`src/ibsf_map.svh`:
```
`ifndef IBSF_MAP_SVH
`define IBSF_MAP_SVH
// register offsets on the cpu bus
`define IBSF_STATUS_OFF 16'hffaa
`define IBSF_CONTROL_OFF 16'hffa6
// bus_control_reg bit positions
`define IBSF_CTL_EN 7
`define IBSF_CTL_EXIT 6
`define IBSF_CTL_WREL 5
`define IBSF_CTL_STT 1
`define IBSF_CTL_SPT 0
// reset value of bus_status_reg
`define IBSF_STATUS_RST 8'h00
// bit counter marks within a byte
`define IBSF_CNT_ZERO 4'h0
`define IBSF_CNT_ONE 4'h1
`define IBSF_CNT_RW 4'h7
`define IBSF_CNT_ACK 4'h8
`define IBSF_CNT_NINTH 4'h9
// extension code patterns in the upper address nibble
`define IBSF_EXT_LO 4'h0
`define IBSF_EXT_HI 4'hf
`endif

```
`src/ibsf_pkg.sv`:
```
package ibsf_pkg;
   // bus_status_reg layout, bit 7 down to bit 0
   typedef struct packed {
      logic master_active_flag;
      logic arb_lost_flag;
      logic ext_code_flag;
      logic addr_match_flag;
      logic transmit_state_flag;
      logic ack_seen_flag;
      logic start_seen_flag;
      logic stop_seen_flag;
   } ibsf_status_s;

   // cpu access request
   typedef struct packed {
      logic [15:0] addr;
      logic rd;
      logic wr;
      logic [7:0] wdata;
   } ibsf_cpu_req_s;

   // whole state of the block
   typedef struct packed {
      logic scl_m;
      logic scl_s;
      logic scl_p;
      logic sda_m;
      logic sda_s;
      logic sda_p;
      logic [3:0] cnt;
      logic [6:0] shift;
      logic first_byte;
      logic wait_hold;
      logic drive;
      logic enable;
      logic start_request;
      logic stop_pulse;
      logic rd_pend;
      logic [7:0] rdata;
      ibsf_status_s stat;
   } ibsf_state_s;
endpackage : ibsf_pkg

```
`src/ibsf_status.sv`:
```
`timescale 1ns/100ps
`include "ibsf_map.svh"

// What this block does
// - wait release in ninth clock drops transmit
// - stop request reads back zero
// - reset forces status register to zero
// - each status read inserts one wait
// - master flag set on own start
// - master flag clears on stop, loss, exit, disable
// - arbitration loss sets flag, clears master
// - arbitration flag clears on read or disable
// - only a status read or disable clears arbitration flag; a status write leaves it
// - extension flag on eighth clock, nibble 0000/1111
// - extension flag clears on start, stop, exit, disable
// - exit is control bit 6, enable bit 7
// - address match flag set on eighth clock
// - transmit flag gates latch onto data line
module ibsf_status (
   // clock and reset
   input wire logic sys_clk_i,
   input wire logic rst_n_i,
   // cpu register access
   input wire ibsf_pkg::ibsf_cpu_req_s cpu_req_i,
   output logic [7:0] cpu_rdata_o,
   output logic cpu_wait_o,
   // slave address and shift path
   input wire logic [6:0] own_slave_addr_i,
   input wire logic shift_out_latch_i,
   // control towards the condition generators
   output logic controller_enable_o,
   output logic start_request_o,
   output logic stop_request_o,
   // serial clock pin
   input wire logic scl_i,
   output logic scl_o,
   output logic scl_oe_n_o,
   // serial data pin
   input wire logic sda_i,
   output logic sda_o,
   output logic sda_oe_n_o
);

   // ==========================================================
   // address decode
   function automatic logic ibsf_hit(input logic [15:0] addr, input logic [15:0] off);
      ibsf_hit = (addr == off);
   endfunction : ibsf_hit

   ibsf_pkg::ibsf_state_s s_q;
   ibsf_pkg::ibsf_state_s s_d;
   logic rd_stat;
   logic rd_done;
   logic wr_ctl;
   logic en_fall;
   logic comm_exit_request;
   logic wait_release;
   logic scl_rise;
   logic scl_fall;
   logic start_det;
   logic stop_det;
   logic eighth;
   logic ninth;
   logic arb_loss;
   logic [3:0] upper;

   // ==========================================================
   // cpu side decode
   always_comb begin
      rd_stat = cpu_req_i.rd & ibsf_hit(cpu_req_i.addr, `IBSF_STATUS_OFF);
      rd_done = rd_stat & s_q.rd_pend;
      wr_ctl = cpu_req_i.wr & ibsf_hit(cpu_req_i.addr, `IBSF_CONTROL_OFF);
      en_fall = wr_ctl & s_q.enable & ~cpu_req_i.wdata[`IBSF_CTL_EN];
      comm_exit_request = wr_ctl & cpu_req_i.wdata[`IBSF_CTL_EXIT];
      wait_release = wr_ctl & cpu_req_i.wdata[`IBSF_CTL_WREL];
   end

   // ==========================================================
   // link events from synchronised pins
   always_comb begin
      scl_rise = s_q.enable & s_q.scl_s & ~s_q.scl_p;
      scl_fall = s_q.enable & ~s_q.scl_s & s_q.scl_p;
      start_det = s_q.enable & s_q.scl_s & s_q.scl_p & ~s_q.sda_s & s_q.sda_p;
      stop_det = s_q.enable & s_q.scl_s & s_q.scl_p & s_q.sda_s & ~s_q.sda_p;
      eighth = scl_rise & s_q.first_byte & (s_q.cnt == `IBSF_CNT_RW);
      ninth = scl_rise & (s_q.cnt == `IBSF_CNT_ACK);
      upper = s_q.shift[6:3];
      // we released a one but the line reads low; the ack slot is the receiver's
      arb_loss = scl_rise & s_q.stat.master_active_flag & (s_q.cnt != `IBSF_CNT_ACK)
         & s_q.stat.transmit_state_flag & shift_out_latch_i & ~s_q.sda_s;
   end

   // ==========================================================
   // next state
   always_comb begin
      s_d = s_q;
      s_d.scl_m = scl_i;
      s_d.scl_s = s_q.scl_m;
      s_d.scl_p = s_q.scl_s;
      s_d.sda_m = sda_i;
      s_d.sda_s = s_q.sda_m;
      s_d.sda_p = s_q.sda_s;
      s_d.stop_pulse = 1'b0;
      // control register writes
      if (wr_ctl) begin
         s_d.enable = cpu_req_i.wdata[`IBSF_CTL_EN];
         if (cpu_req_i.wdata[`IBSF_CTL_STT]) begin
            s_d.start_request = 1'b1;
         end
         s_d.stop_pulse = cpu_req_i.wdata[`IBSF_CTL_SPT];
      end
      // status read: one wait cycle, then data
      s_d.rd_pend = rd_stat & ~s_q.rd_pend;
      if (cpu_req_i.rd) begin
         if (ibsf_hit(cpu_req_i.addr, `IBSF_STATUS_OFF)) begin
            s_d.rdata = s_q.stat;
         end else if (ibsf_hit(cpu_req_i.addr, `IBSF_CONTROL_OFF)) begin
            s_d.rdata = 8'h00;
            s_d.rdata[`IBSF_CTL_EN] = s_q.enable;
            s_d.rdata[`IBSF_CTL_STT] = s_q.start_request;
         end else begin
            s_d.rdata = 8'h00;
         end
      end
      // bit counter and address shifter
      if (scl_rise && s_q.cnt != `IBSF_CNT_NINTH) begin
         s_d.cnt = s_q.cnt + `IBSF_CNT_ONE;
         if (s_q.first_byte && s_q.cnt < `IBSF_CNT_RW) begin
            s_d.shift = {s_q.shift[5:0], s_q.sda_s};
         end
      end
      if (scl_fall && s_q.cnt == `IBSF_CNT_NINTH) begin
         s_d.cnt = `IBSF_CNT_ZERO;
         s_d.first_byte = 1'b0;
         s_d.wait_hold = 1'b1;
         s_d.drive = s_q.stat.transmit_state_flag;
      end
      if (wait_release) begin
         s_d.wait_hold = 1'b0;
         if (s_q.stat.transmit_state_flag) begin
            s_d.stat.transmit_state_flag = 1'b0;
            s_d.drive = 1'b0;
         end
      end
      // clears first, so that a simultaneous set wins
      if (rd_done) begin
         s_d.stat.arb_lost_flag = 1'b0;
      end
      if (start_det) begin
         s_d.cnt = `IBSF_CNT_ZERO;
         s_d.first_byte = 1'b1;
         s_d.start_request = 1'b0;
         s_d.stat.ext_code_flag = 1'b0;
         s_d.stat.addr_match_flag = 1'b0;
         s_d.stat.ack_seen_flag = 1'b0;
         s_d.stat.stop_seen_flag = 1'b0;
         s_d.stat.start_seen_flag = 1'b1;
         s_d.stat.transmit_state_flag = s_q.start_request;
         s_d.stat.master_active_flag = s_q.start_request;
      end
      if (stop_det || comm_exit_request) begin
         s_d.wait_hold = 1'b0;
         s_d.drive = 1'b0;
         s_d.first_byte = 1'b0;
         s_d.start_request = 1'b0;
         s_d.stat.master_active_flag = 1'b0;
         s_d.stat.ext_code_flag = 1'b0;
         s_d.stat.addr_match_flag = 1'b0;
         s_d.stat.transmit_state_flag = 1'b0;
         s_d.stat.start_seen_flag = 1'b0;
         s_d.stat.stop_seen_flag = stop_det;
      end
      if (eighth) begin
         if (upper == `IBSF_EXT_LO || upper == `IBSF_EXT_HI) begin
            s_d.stat.ext_code_flag = 1'b1;
         end
         if (s_q.shift == own_slave_addr_i) begin
            s_d.stat.addr_match_flag = 1'b1;
            s_d.stat.transmit_state_flag = s_q.sda_s;
         end
         if (s_q.stat.master_active_flag) begin
            s_d.stat.transmit_state_flag = ~s_q.sda_s;
         end
      end
      if (ninth) begin
         s_d.stat.ack_seen_flag = ~s_q.sda_s;
      end
      if (arb_loss) begin
         s_d.stat.arb_lost_flag = 1'b1;
         s_d.stat.master_active_flag = 1'b0;
         s_d.stat.transmit_state_flag = 1'b0;
         s_d.drive = 1'b0;
      end
      // operation stop clears every flag
      if (en_fall) begin
         s_d.stat = `IBSF_STATUS_RST;
         s_d.wait_hold = 1'b0;
         s_d.drive = 1'b0;
         s_d.start_request = 1'b0;
         s_d.first_byte = 1'b0;
      end
   end

   // ==========================================================
   // state register
   always_ff @(posedge sys_clk_i) begin
      if (!rst_n_i) begin
         s_q <= '0;
         s_q.scl_m <= 1'b1;
         s_q.scl_s <= 1'b1;
         s_q.scl_p <= 1'b1;
         s_q.sda_m <= 1'b1;
         s_q.sda_s <= 1'b1;
         s_q.sda_p <= 1'b1;
         s_q.stat <= `IBSF_STATUS_RST;
      end else begin
         s_q <= s_d;
      end
   end

   // ==========================================================
   // outputs
   assign cpu_rdata_o = s_q.rdata;
   assign cpu_wait_o = rd_stat & ~s_q.rd_pend;
   assign controller_enable_o = s_q.enable;
   assign start_request_o = s_q.start_request;
   assign stop_request_o = s_q.stop_pulse;
   assign scl_o = 1'b0;
   assign scl_oe_n_o = ~s_q.wait_hold; // clock held low in wait
   assign sda_o = 1'b0;
   assign sda_oe_n_o = ~(s_q.drive & s_q.stat.transmit_state_flag & ~shift_out_latch_i);
endmodule : ibsf_status

```
`config.mk`:
```
export PLATFORM = sky130hd
export DESIGN_NAME = ibsf_status
export DESIGN_NICKNAME = d
export VERILOG_FILES = /design/src/ibsf_pkg.sv /design/src/ibsf_status.sv
export VERILOG_INCLUDE_DIRS = /design/src
export SDC_FILE = /design/constraint.sdc
export NUM_CORES = 1
export LEC_CHECK = 0
export ABC_AREA = 1
export BUFFER_PORTS_ARGS = -buffer_cell sky130_fd_sc_hd__buf_2
export CAP_MARGIN = 20
export CELL_PAD_IN_SITES_DETAIL_PLACEMENT = 0
export CELL_PAD_IN_SITES_GLOBAL_PLACEMENT = 2
export CORE_ASPECT_RATIO = 0.9
export CORE_MARGIN = 2
export CORE_UTILIZATION = 30
export DETAILED_ROUTE_END_ITERATION = 10
export GPL_ROUTABILITY_DRIVEN = 0
export HOLD_SLACK_MARGIN = 0.03
export PLACE_DENSITY_LB_ADDON = 0.1
export SYNTH_ARGS = -nofsm -noshare
export SYNTH_HDL_FRONTEND = slang
export SYNTH_SLANG_ARGS = --single-unit
export TNS_END_PERCENT = 30
```
`constraint.sdc`:
```
create_clock -name sys_clk_i -period 2.2 [get_ports sys_clk_i]
set_input_delay 0 -clock sys_clk_i [delete_from_list [all_inputs] [get_ports sys_clk_i]]
set_output_delay 0 -clock sys_clk_i [all_outputs]
set_load 0.01 [all_outputs]
```
==> impl_metrics.csv, run 1 <==
group,metric,value,unit
clock_network,numCtsBuffers,5,
placement,dpl_worst_slack,0.607,ns
detailed_routing,via_count,1921,
detailed_routing,drc_errors,0,
worst_hold_path,hold_path_class,"primary input to register",
detailed_routing,drtPass1Iterations,4,
yosys,synth.most_common_cell,"nand2_1",
global_routing,grt_pass1_wl,8480,um
pwr,clock_power_share,0.420,
yosys,syn-instance-count,307,
die,die_x,91.8,um
worst_setup_path,critPathLaunch,"s_q[30]",
global_routing,grt_max_degree,19,
detailed_routing,drt_iter0_markers,54,
layout,drive_above_1_share,0.210,
layout,final_nets,397,
clock_network,clock_sinks,40,
detailed_routing,routed_wl,4900,um
layout,final_cell_area,0.00252,mm^2
placement,place_area,0.00234,mm^2
yosys,seq_area_frac_synth,0.385,
clock_network,post_cts_buffers,0,
yosys,netlist.area_leader.share,0.385,
timing,finalCritPeriodShare,0.727,
timing,drv_slew,0,
layout,syn2layout_area_growth,21.0,%
global_routing,first_global_vias,1854,
die,rows,28,
detailed_routing,wl_per_cell,11.0,um
pwr,vdd_drop_max,313,uV
yosys,synth_ff_type,"dfxtp_1",
timing,rsz0062_at_grt,"no",
global_routing,gr-usage-all-layers,0.136,
yosys,synthArstFlopShare,0,
yosys,synth_top_cell_by_area,"dfxtp_1",
detailed_routing,viasPerCell,4.30,
global_routing,grt.overflow.total,0,
timing,min_period,1.60,ns
layout,antenna_cells,0,
layout,instances_no_fill,447,
yosys,ys_types,27,
placement,dp_hpwl,3740,um
clock_network,cts_buffer_depth,2,
clock_network,cts_tree,"yes",
clock_network,cts_root_buf,"clkbuf_8",
worst_setup_path,path_class,"register to register",
pwr,sw_frac_of_total,0.224,
pwr,total_power,1.43,mW
pwr,seqPwrFrac,0.511,
worst_setup_path,r2r-start,"s_q[30]",
timing,fin_skew,0.00351,ns
die,core,0.00666,mm^2
worst_setup_path,cp_data_arrival_time,1.83,ns
pwr,power.internal,1.11,mW
timing,setup_viol,0,
yosys,synth_area_leaders,"dfxtp_1 (38%), nand2_1 (15%), inv_1 (8.1%), nor2_1 (6.1%), a21oi_1 (5.1%)",
run,cap_violations,0,
die,start_util,0.313,
layout,multi_input_area,0.00101,mm^2
placement,placed_cells,432,
detailed_routing,postRouteAntennaNets,0,
clock_network,cts_hold_buf,7,
global_routing,antenna_found_initial,0,
timing,clock.fmax,625,MHz
yosys,synth_edf_count,0,
layout,postLayoutCoreUtil,0.378,
yosys,mappedNetlistArea,0.00208,mm^2
timing,fin_hold_ws,0.0479,ns
die,chipHeight,83.0,um
layout,fill_cells,751,
clock_network,cts-resized-gates,0,
worst_setup_path,worstPathRequired,2.43,ns
die,io_pins,54,
timing,finalSetupTns,0,ns
placement,io_buffers,48,
yosys,synth-seq-cells,40,
worst_setup_path,crit_fanout,5,
die,dieArea,0.00762,mm^2
worst_setup_path,cp-end-kind,"register",
pwr,p_per_area,569,mW/mm^2
timing,hold_viol_final,0,
worst_hold_path,hold_start,"cpu_req_i[8]",
pwr,p_leak,1.16,nW
timing,worst_slack,0.601,ns
layout,seqCellArea,801,um^2
yosys,yosys_warnings,0,
clock_network,htreeDepth,2,
worst_setup_path,startpoint_type,"register",
clock_network,clkTransAtPathRegs,0.08,ns
clock_network,clock_latency,0.29,ns
run_status,status,"completed",
yosys,netlist_top_cells_count,"nand2_1 (82), inv_1 (45), dfxtp_1 (40)",
pwr,switchingPower,321,uW
yosys,avgSynthCellArea,6.78,um^2
pwr,power.share.combinational,0.069,
## path summary, 6_finish.rpt
kind / endpoint / slack [ns] / cells past startpoint
max: s_q[3] / 0.60 / 11
max reg2reg: s_q[3] / 0.60 / 11
min reg2reg: s_d[37] / 0.42 / 1
min: stop_request_o / 0.05 / 3
## final cells by class
type,instances,area share
clock buffers,6,0.0288
clock inverters,2,0.0139
inverters,48,0.0716
multi-input cells,206,0.400
flip-flops and latches,40,0.318
well taps,90,0.0447
repair buffers,55,0.123
## critical path: stages, from the launching register on
cell     delay (ns)
dfxtp_1        0.41
ha_1           0.19
nand2_1        0.11
inv_1          0.07
nand2_1        0.07
nor2_2         0.17
nand3_1        0.10
nor2_1         0.18
nor2_1         0.07
nand2_1        0.06
nor2_1         0.04
nor2_2         0.06
## flip-flops by register name, indices dropped and copies added, names as in the netlist
signal,flops
s_q,25
start_request_o,1
cpu_rdata_o,8
controller_enable_o,1
s_d,4
stop_request_o,1
## layout by cell type (no fill, tap or decap), drive strengths merged, types with 4 or more instances in the layout
cell,count
a21oi,21
buf,48
clkbuf,6
dfxtp,40
dlygate4sd3,7
inv,48
nand2,84
nand3,22
nand4,4
nor2,40
nor3,4
o21ai,13
or2,4
## per-layer routing
layer,GRT usage,wire length (um),share of wire
met3,0.0263,175,0.036
met2,0.231,2250,0.46
met4,0.0366,42,0.0086
met5,0,0,0
met1,0.175,2430,0.50
## cell families (layout without fill, tap and decap cells)
family	Yosys count	count (layout)	synth area share
compound gates	40	40	0.100
xor+xnor	2	2	0.00842
fa+ha+maj	3	3	0.0180
buf+inv	62	111	0.133
flops	40	40	0.385
other cells	1	2	0.00180
simple gates	159	159	0.353
## power by group through the flow
stage	Clock (mW)	Combinational, mW	Sequential, mW
after detailed placement	0	0.0928	0.750
after global routing	0.639	0.116	0.734
after CTS	0.615	0.101	0.733
after global placement	0	0.0924	0.750
after floorplan	0	0.0514	0.749
final	0.601	0.0991	0.733
Note: power is estimated with default switching activity, not from simulation.
==> run 2, diff against run 1 <==
--- a/config.mk
+++ b/config.mk
@@ -13,7 +13,7 @@
 export CELL_PAD_IN_SITES_GLOBAL_PLACEMENT = 2
 export CORE_ASPECT_RATIO = 0.9
 export CORE_MARGIN = 2
-export CORE_UTILIZATION = 30
+export CORE_UTILIZATION = 28
 export DETAILED_ROUTE_END_ITERATION = 10
 export GPL_ROUTABILITY_DRIVEN = 0
 export HOLD_SLACK_MARGIN = 0.03
==> constraint.sdc (replaced) <==
create_clock -name sys_clk_i -period 1.6 [get_ports sys_clk_i]
set_input_delay 0 -clock sys_clk_i [delete_from_list [all_inputs] [get_ports sys_clk_i]]
set_output_delay 0 -clock sys_clk_i [all_outputs]
set_load 0.01 [all_outputs]
==> run 2 against run 1 <==
Fmax is 6.1% higher. Critical path depth stayed put. Clock power is 41% higher. Clock skew is 0.00076 ns lower. Sequential power is 38% higher. Largest power group unchanged. Sequential share of layout area is 0.67 points lower. First-iteration DRC count is 22% lower. Critical endpoint unchanged.
==> impl_metrics.csv, run 2 (same netlist as run 1, synthesis figures left out) <==
group,metric,value,unit
worst_setup_path,worstPathRequired,1.80,ns
timing,finalCritPeriodShare,0.942,
layout,final_common_cell,"nand2_1",
placement,io_buffers,48,
worst_setup_path,path_class,"register to register",
die,core,0.00711,mm^2
worst_hold_path,hold_depth,3,
timing,clock.fmax,663,MHz
detailed_routing,wl_per_cell,11.1,um
timing,min_period,1.51,ns
die,io_pins,54,
worst_setup_path,crit_fanout,5,
timing,drv_slew,0,
clock_network,clkTransAtPathRegs,0.08,ns
die,rows,29,
worst_setup_path,reg2reg_depth,11,
detailed_routing,drtPass1Iterations,4,
clock_network,post_cts_buffers,0,
timing,setup_viol,0,
die,dieArea,0.00814,mm^2
timing,hold_viol_final,0,
global_routing,grt_max_degree,15,
timing,fin_hold_ws,0.0431,ns
detailed_routing,drt_iter0_markers,42,
layout,syn2layout_area_growth,24.0,%
detailed_routing,drc_errors,0,
pwr,vdd_drop_max,350,uV
worst_hold_path,hold_path_class,"primary input to register",
layout,final_cell_mix,"nand2_1 (82), buf_2 (48), inv_1 (45), dfxtp_1 (38), nor2_1 (33)",
detailed_routing,postRouteAntennaNets,0,
worst_setup_path,cp-end-kind,"register",
worst_setup_path,reg2reg_to,"s_q[3]",
clock_network,clock_sinks,40,
worst_setup_path,path_cells,"ha_1 > nand2_1 > inv_1 > nand2_1 > nor2_4 > nand3_1 > nor2_2 > nor2_1 > nand2_1 > nor2_1 > nor2_2",
clock_network,clock_latency,0.29,ns
clock_network,numCtsBuffers,5,
layout,antenna_cells,0,
global_routing,grt_pass1_wl,8550,um
worst_hold_path,hold_start,"cpu_req_i[8]",
clock_network,cts_root_buf,"clkbuf_8",
worst_setup_path,startpoint_type,"register",
global_routing,first_global_vias,1835,
layout,fill_cells,798,
detailed_routing,routed_wl,5060,um
pwr,p_leak,1.19,nW
placement,dp_hpwl,3940,um
run,cap_violations,0,
die,die_x,94.9,um
detailed_routing,viasPerCell,4.22,
clock_network,htreeDepth,2,
die,start_util,0.293,
global_routing,gr-usage-all-layers,0.136,
timing,rsz0062_at_grt,"yes",
clock_network,cts_tree,"yes",
clock_network,cts_buffer_depth,2,
layout,final_nets,402,
pwr,p_per_area,774,mW/mm^2
layout,largest_reg_flops,25,
detailed_routing,via_count,1921,
global_routing,antenna_found_initial,0,
timing,fin_skew,0.00276,ns
worst_setup_path,critical_path.slowest_cell,"dfxtp_2",
worst_setup_path,cp_data_arrival_time,1.70,ns
layout,seqCellArea,803,um^2
layout,drive_above_1_share,0.232,
worst_setup_path,crit_top_cell,"nand2_1",
die,chipHeight,85.8,um
timing,finalSetupTns,0,ns
worst_hold_path,min_to,"stop_request_o",
layout,largest-register,"s_q",
worst_setup_path,max_stage_delay,0.35,ns
worst_setup_path,r2r_slack,0.09,ns
global_routing,grt.overflow.total,0,
run_status,status,"completed",
layout,postLayoutCoreUtil,0.363,
worst_setup_path,r2r-start,"s_q[30]",
layout,multi_input_area,0.00102,mm^2
run 2: cell types whose count changed in the layout (fill, tap and decap cells not counted), moves of 2 or more:
cell     previous run  this run
buf_4               0         4
dfxtp_1            40        38
dfxtp_2             0         2
o21ai_0            13        11
o21ai_1             0         2
run 2: worst max-delay path, delay by kind of cell (launching register included):
family	cells	cell delay [ns]
DFF	1	0.35
adders and majority gates	1	0.21
and+or+nand+nor	9	0.78
buffers and inverters	1	0.05
run 2: area by class of cell:
class,count,area share
Clock buffer,5,0.0267
Clock inverter,3,0.0165
Inverter,48,0.0698
Multi-Input combinational cell,206,0.395
Sequential cell,40,0.311
Tap cell,93,0.0451
Timing Repair Buffer,60,0.136
run 2: timing repair:
action | CTS | global route
endpoints found under the hold margin | 9 | 0
resized for setup | 1 | 6
hold buffers | 8 | 0
setup endpoints to repair | 1 | 6
run 2: stage by stage:
| stage | power, mW | setup slack (ns) | std cells | cell area (um^2) |
|---|---|---|---|---|
| final | 2.00 | 0.0926 | 455 | 2580 |
| after global routing | 2.10 | -0.00977 | 455 | 2580 |
| after CTS | 2.04 | 0.0400 | 455 | 2570 |
| after detailed placement | 1.16 | 0.0129 | 439 | 2370 |
| after global placement | 1.16 | 0.0689 | 439 | 2370 |
| after floorplan | 1.10 | 0.260 | 308 | 2080 |
run 2: where the power goes:
group | internal (mW) | switching, mW
logic | 0.0667 | 0.0739
registers | 1.00 | 0.00551
clock network | 0.462 | 0.385
total | 1.53 | 0.465
run 2: how the worst max path moves through the flow:
stage               to  cells after the start  slack [ns]  startpoint
2_1_floorplan   s_q[3]                     11        0.26     s_q[30]
3_3_place_gp   s_q[23]                      8        0.07     s_q[31]
3_5_place_dp    s_q[3]                     11        0.01     s_q[30]
4_1_cts         s_q[3]                     11        0.04     s_q[30]
5_1_grt        s_q[24]                      9       -0.01     s_q[31]
6_report        s_q[3]                     11        0.09     s_q[30]
run 2: metal layers:
layer	wire, um	share of wire	global-route usage
met2	2260	0.45	0.219
met3	191	0.038	0.0325
met1	2560	0.51	0.180
met5	0	0	0
met4	55	0.011	0.0408
==> run 3, diff against run 2 <==
--- a/config.mk
+++ b/config.mk
@@ -13,7 +13,7 @@
 export CELL_PAD_IN_SITES_GLOBAL_PLACEMENT = 2
 export CORE_ASPECT_RATIO = 0.9
 export CORE_MARGIN = 2
-export CORE_UTILIZATION = 28
+export CORE_UTILIZATION = 30
 export DETAILED_ROUTE_END_ITERATION = 10
 export GPL_ROUTABILITY_DRIVEN = 0
 export HOLD_SLACK_MARGIN = 0.03
==> constraint.sdc (replaced) <==
create_clock -name sys_clk_i -period 1.9 [get_ports sys_clk_i]
set_input_delay 0 -clock sys_clk_i [delete_from_list [all_inputs] [get_ports sys_clk_i]]
set_output_delay 0 -clock sys_clk_i [all_outputs]
set_load 0.01 [all_outputs]
==> run 3 against run 2 <==
Total power is 10% lower. Hold slack worse by 0.0041 ns. Critical endpoint unchanged. Clock-buffer cell count stayed put. Core utilization is 2.0 points higher. Final cell count is 1.8% lower. Fmax is 4.5% lower. Register-to-register slack better by 0.23 ns. Sequential cell count stayed put. First-iteration DRC count is 24% higher.
==> impl_metrics.csv, run 3 (same netlist as run 1, synthesis figures left out) <==
group,metric,value,unit
timing,rsz0062_at_grt,"no",
worst_setup_path,r2r_slack,0.32,ns
worst_setup_path,reg2reg_depth,11,
layout,largest-register,"s_q",
die,core,0.00666,mm^2
clock_network,post_cts_buffers,0,
global_routing,grt.overflow.total,0,
timing,drv_slew,0,
timing,fin_skew,0.00484,ns
worst_setup_path,cp-end-kind,"register",
die,die_x,91.8,um
run,cap_violations,0,
worst_setup_path,worstPathRequired,2.14,ns
die,dieArea,0.00762,mm^2
worst_hold_path,hold_start,"cpu_req_i[8]",
detailed_routing,wl_per_cell,11.1,um
layout,drive_above_1_share,0.213,
layout,postLayoutCoreUtil,0.383,
worst_hold_path,min_to,"stop_request_o",
placement,placed_cells,433,
detailed_routing,drtPass1Iterations,4,
run_status,status,"completed",
pwr,p_leak,1.18,nW
clock_network,cts-resized-gates,0,
worst_setup_path,crit_fanout,5,
layout,final_cell_mix,"nand2_1 (82), buf_2 (48), inv_1 (45), dfxtp_1 (40), nor2_1 (34)",
clock_network,clock_sinks,40,
die,chipHeight,83.0,um
global_routing,gr-usage-all-layers,0.141,
die,io_pins,54,
detailed_routing,viasPerCell,4.26,
timing,hold_viol_final,0,
clock_network,clock_latency,0.29,ns
detailed_routing,drt_iter0_markers,52,
layout,largest_reg_flops,25,
clock_network,clkTransAtPathRegs,0.08,ns
clock_network,htreeDepth,2,
global_routing,grt_pass1_wl,8760,um
worst_setup_path,path_class,"register to register",
timing,setup_viol,0,
timing,finalSetupTns,0,ns
die,rows,28,
detailed_routing,via_count,1905,
detailed_routing,drc_errors,0,
placement,dp_hpwl,3870,um
clock_network,numCtsBuffers,5,
detailed_routing,postRouteAntennaNets,0,
clock_network,cts_tree,"yes",
layout,final_common_cell,"nand2_1",
global_routing,grt_max_degree,15,
die,start_util,0.313,
detailed_routing,routed_wl,4980,um
global_routing,first_global_vias,1874,
worst_setup_path,r2r-start,"s_q[30]",
worst_hold_path,hold_depth,3,
pwr,vdd_drop_max,341,uV
pwr,p_per_area,702,mW/mm^2
layout,final_nets,398,
worst_setup_path,critical_path.slowest_cell,"dfxtp_1",
layout,antenna_cells,0,
clock_network,cts_root_buf,"clkbuf_8",
worst_setup_path,cp_data_arrival_time,1.82,ns
worst_setup_path,path_cells,"ha_1 > nand2_1 > inv_1 > nand2_1 > nor2_2 > nand3_1 > nor2_1 > nor2_1 > nand2_1 > nor2_1 > nor2_2",
clock_network,cts_buffer_depth,2,
layout,syn2layout_area_growth,22.4,%
timing,clock.fmax,634,MHz
placement,io_buffers,48,
placement,place_area,0.00235,mm^2
worst_setup_path,max_stage_delay,0.42,ns
timing,min_period,1.58,ns
worst_setup_path,reg2reg_to,"s_q[3]",
timing,finalCritPeriodShare,0.830,
global_routing,antenna_found_initial,0,
worst_setup_path,startpoint_type,"register",
layout,instances_no_fill,447,
worst_hold_path,hold_path_class,"primary input to register",
layout,final_cell_area,0.00255,mm^2
-- run 3: cell count changes in the layout (fill, tap and decap cells not counted), moves of 2 or more --
| cell | delta |
|---|---|
| buf_4 | -3 |
| dfxtp_2 | -2 |
| o21ai_0 | +2 |
| o21ai_1 | -2 |
| dfxtp_1 | +2 |
-- run 3: worst max-delay path by stage --
| stage | to | start | slack [ns] | depth (start not counted) |
|---|---|---|---|---|
| after floorplan | s_q[3] | s_q[30] | 0.56 | 11 |
| after global placement | s_q[3] | s_q[30] | 0.35 | 11 |
| after detailed placement | s_q[3] | s_q[30] | 0.33 | 11 |
| after CTS | s_q[3] | s_q[30] | 0.31 | 11 |
| after global routing | s_q[3] | s_q[30] | 0.12 | 11 |
| final | s_q[3] | s_q[30] | 0.32 | 11 |
-- run 3: worst max-delay path, delay by kind of cell, from the launching register on --
| kind | cells | cell delay, ns |
|---|---|---|
| adders and majority gates | 1 | 0.20 |
| buffers and inverters | 1 | 0.07 |
| DFF | 1 | 0.42 |
| and+or+nand+nor | 9 | 0.85 |
-- run 3: metal layers --
metal  global-route usage  up-vias  share of wire
met5                    0        -              0
met4               0.0407        0          0.010
met3               0.0263        5          0.041
met2                0.237       38           0.46
met1                0.186      821           0.48
li1                     -     1041              -
-- run 3: final cells by class --
class	instances	area (um^2)
fillers	751	4110
repair buffers	56	318
inverters	48	180
clock inverters	2	60.1
flip-flops and latches	40	801
well taps	90	113
multi-input cells	206	1010
clock buffers	5	68.8
-- run 3: per-stage QoR --
step	hold WS, ns	power [mW]	setup slack (ns)
2_1_floorplan	0.107	0.927	0.560
3_5_place_dp	0.191	0.978	0.332
4_1_cts	0.0320	1.81	0.312
5_1_grt	0.0588	1.86	0.120
3_3_place_gp	0.185	0.977	0.353
6_report	0.0389	1.79	0.322
-- run 3: where the power goes --
part           switching, mW  leakage (nW)  total [mW]  internal [mW]
Combinational         0.0624         0.791       0.118         0.0559
Sequential           0.00412         0.324       0.849          0.844
Clock                  0.303        0.0642       0.820          0.517
Total                  0.369          1.18        1.79           1.42
-- run 3: repair_timing --
action                                  4_1_cts  5_1_grt
hold buffers                                  7        0
endpoints found under the setup margin        0        0
hold endpoints to repair                      9        0
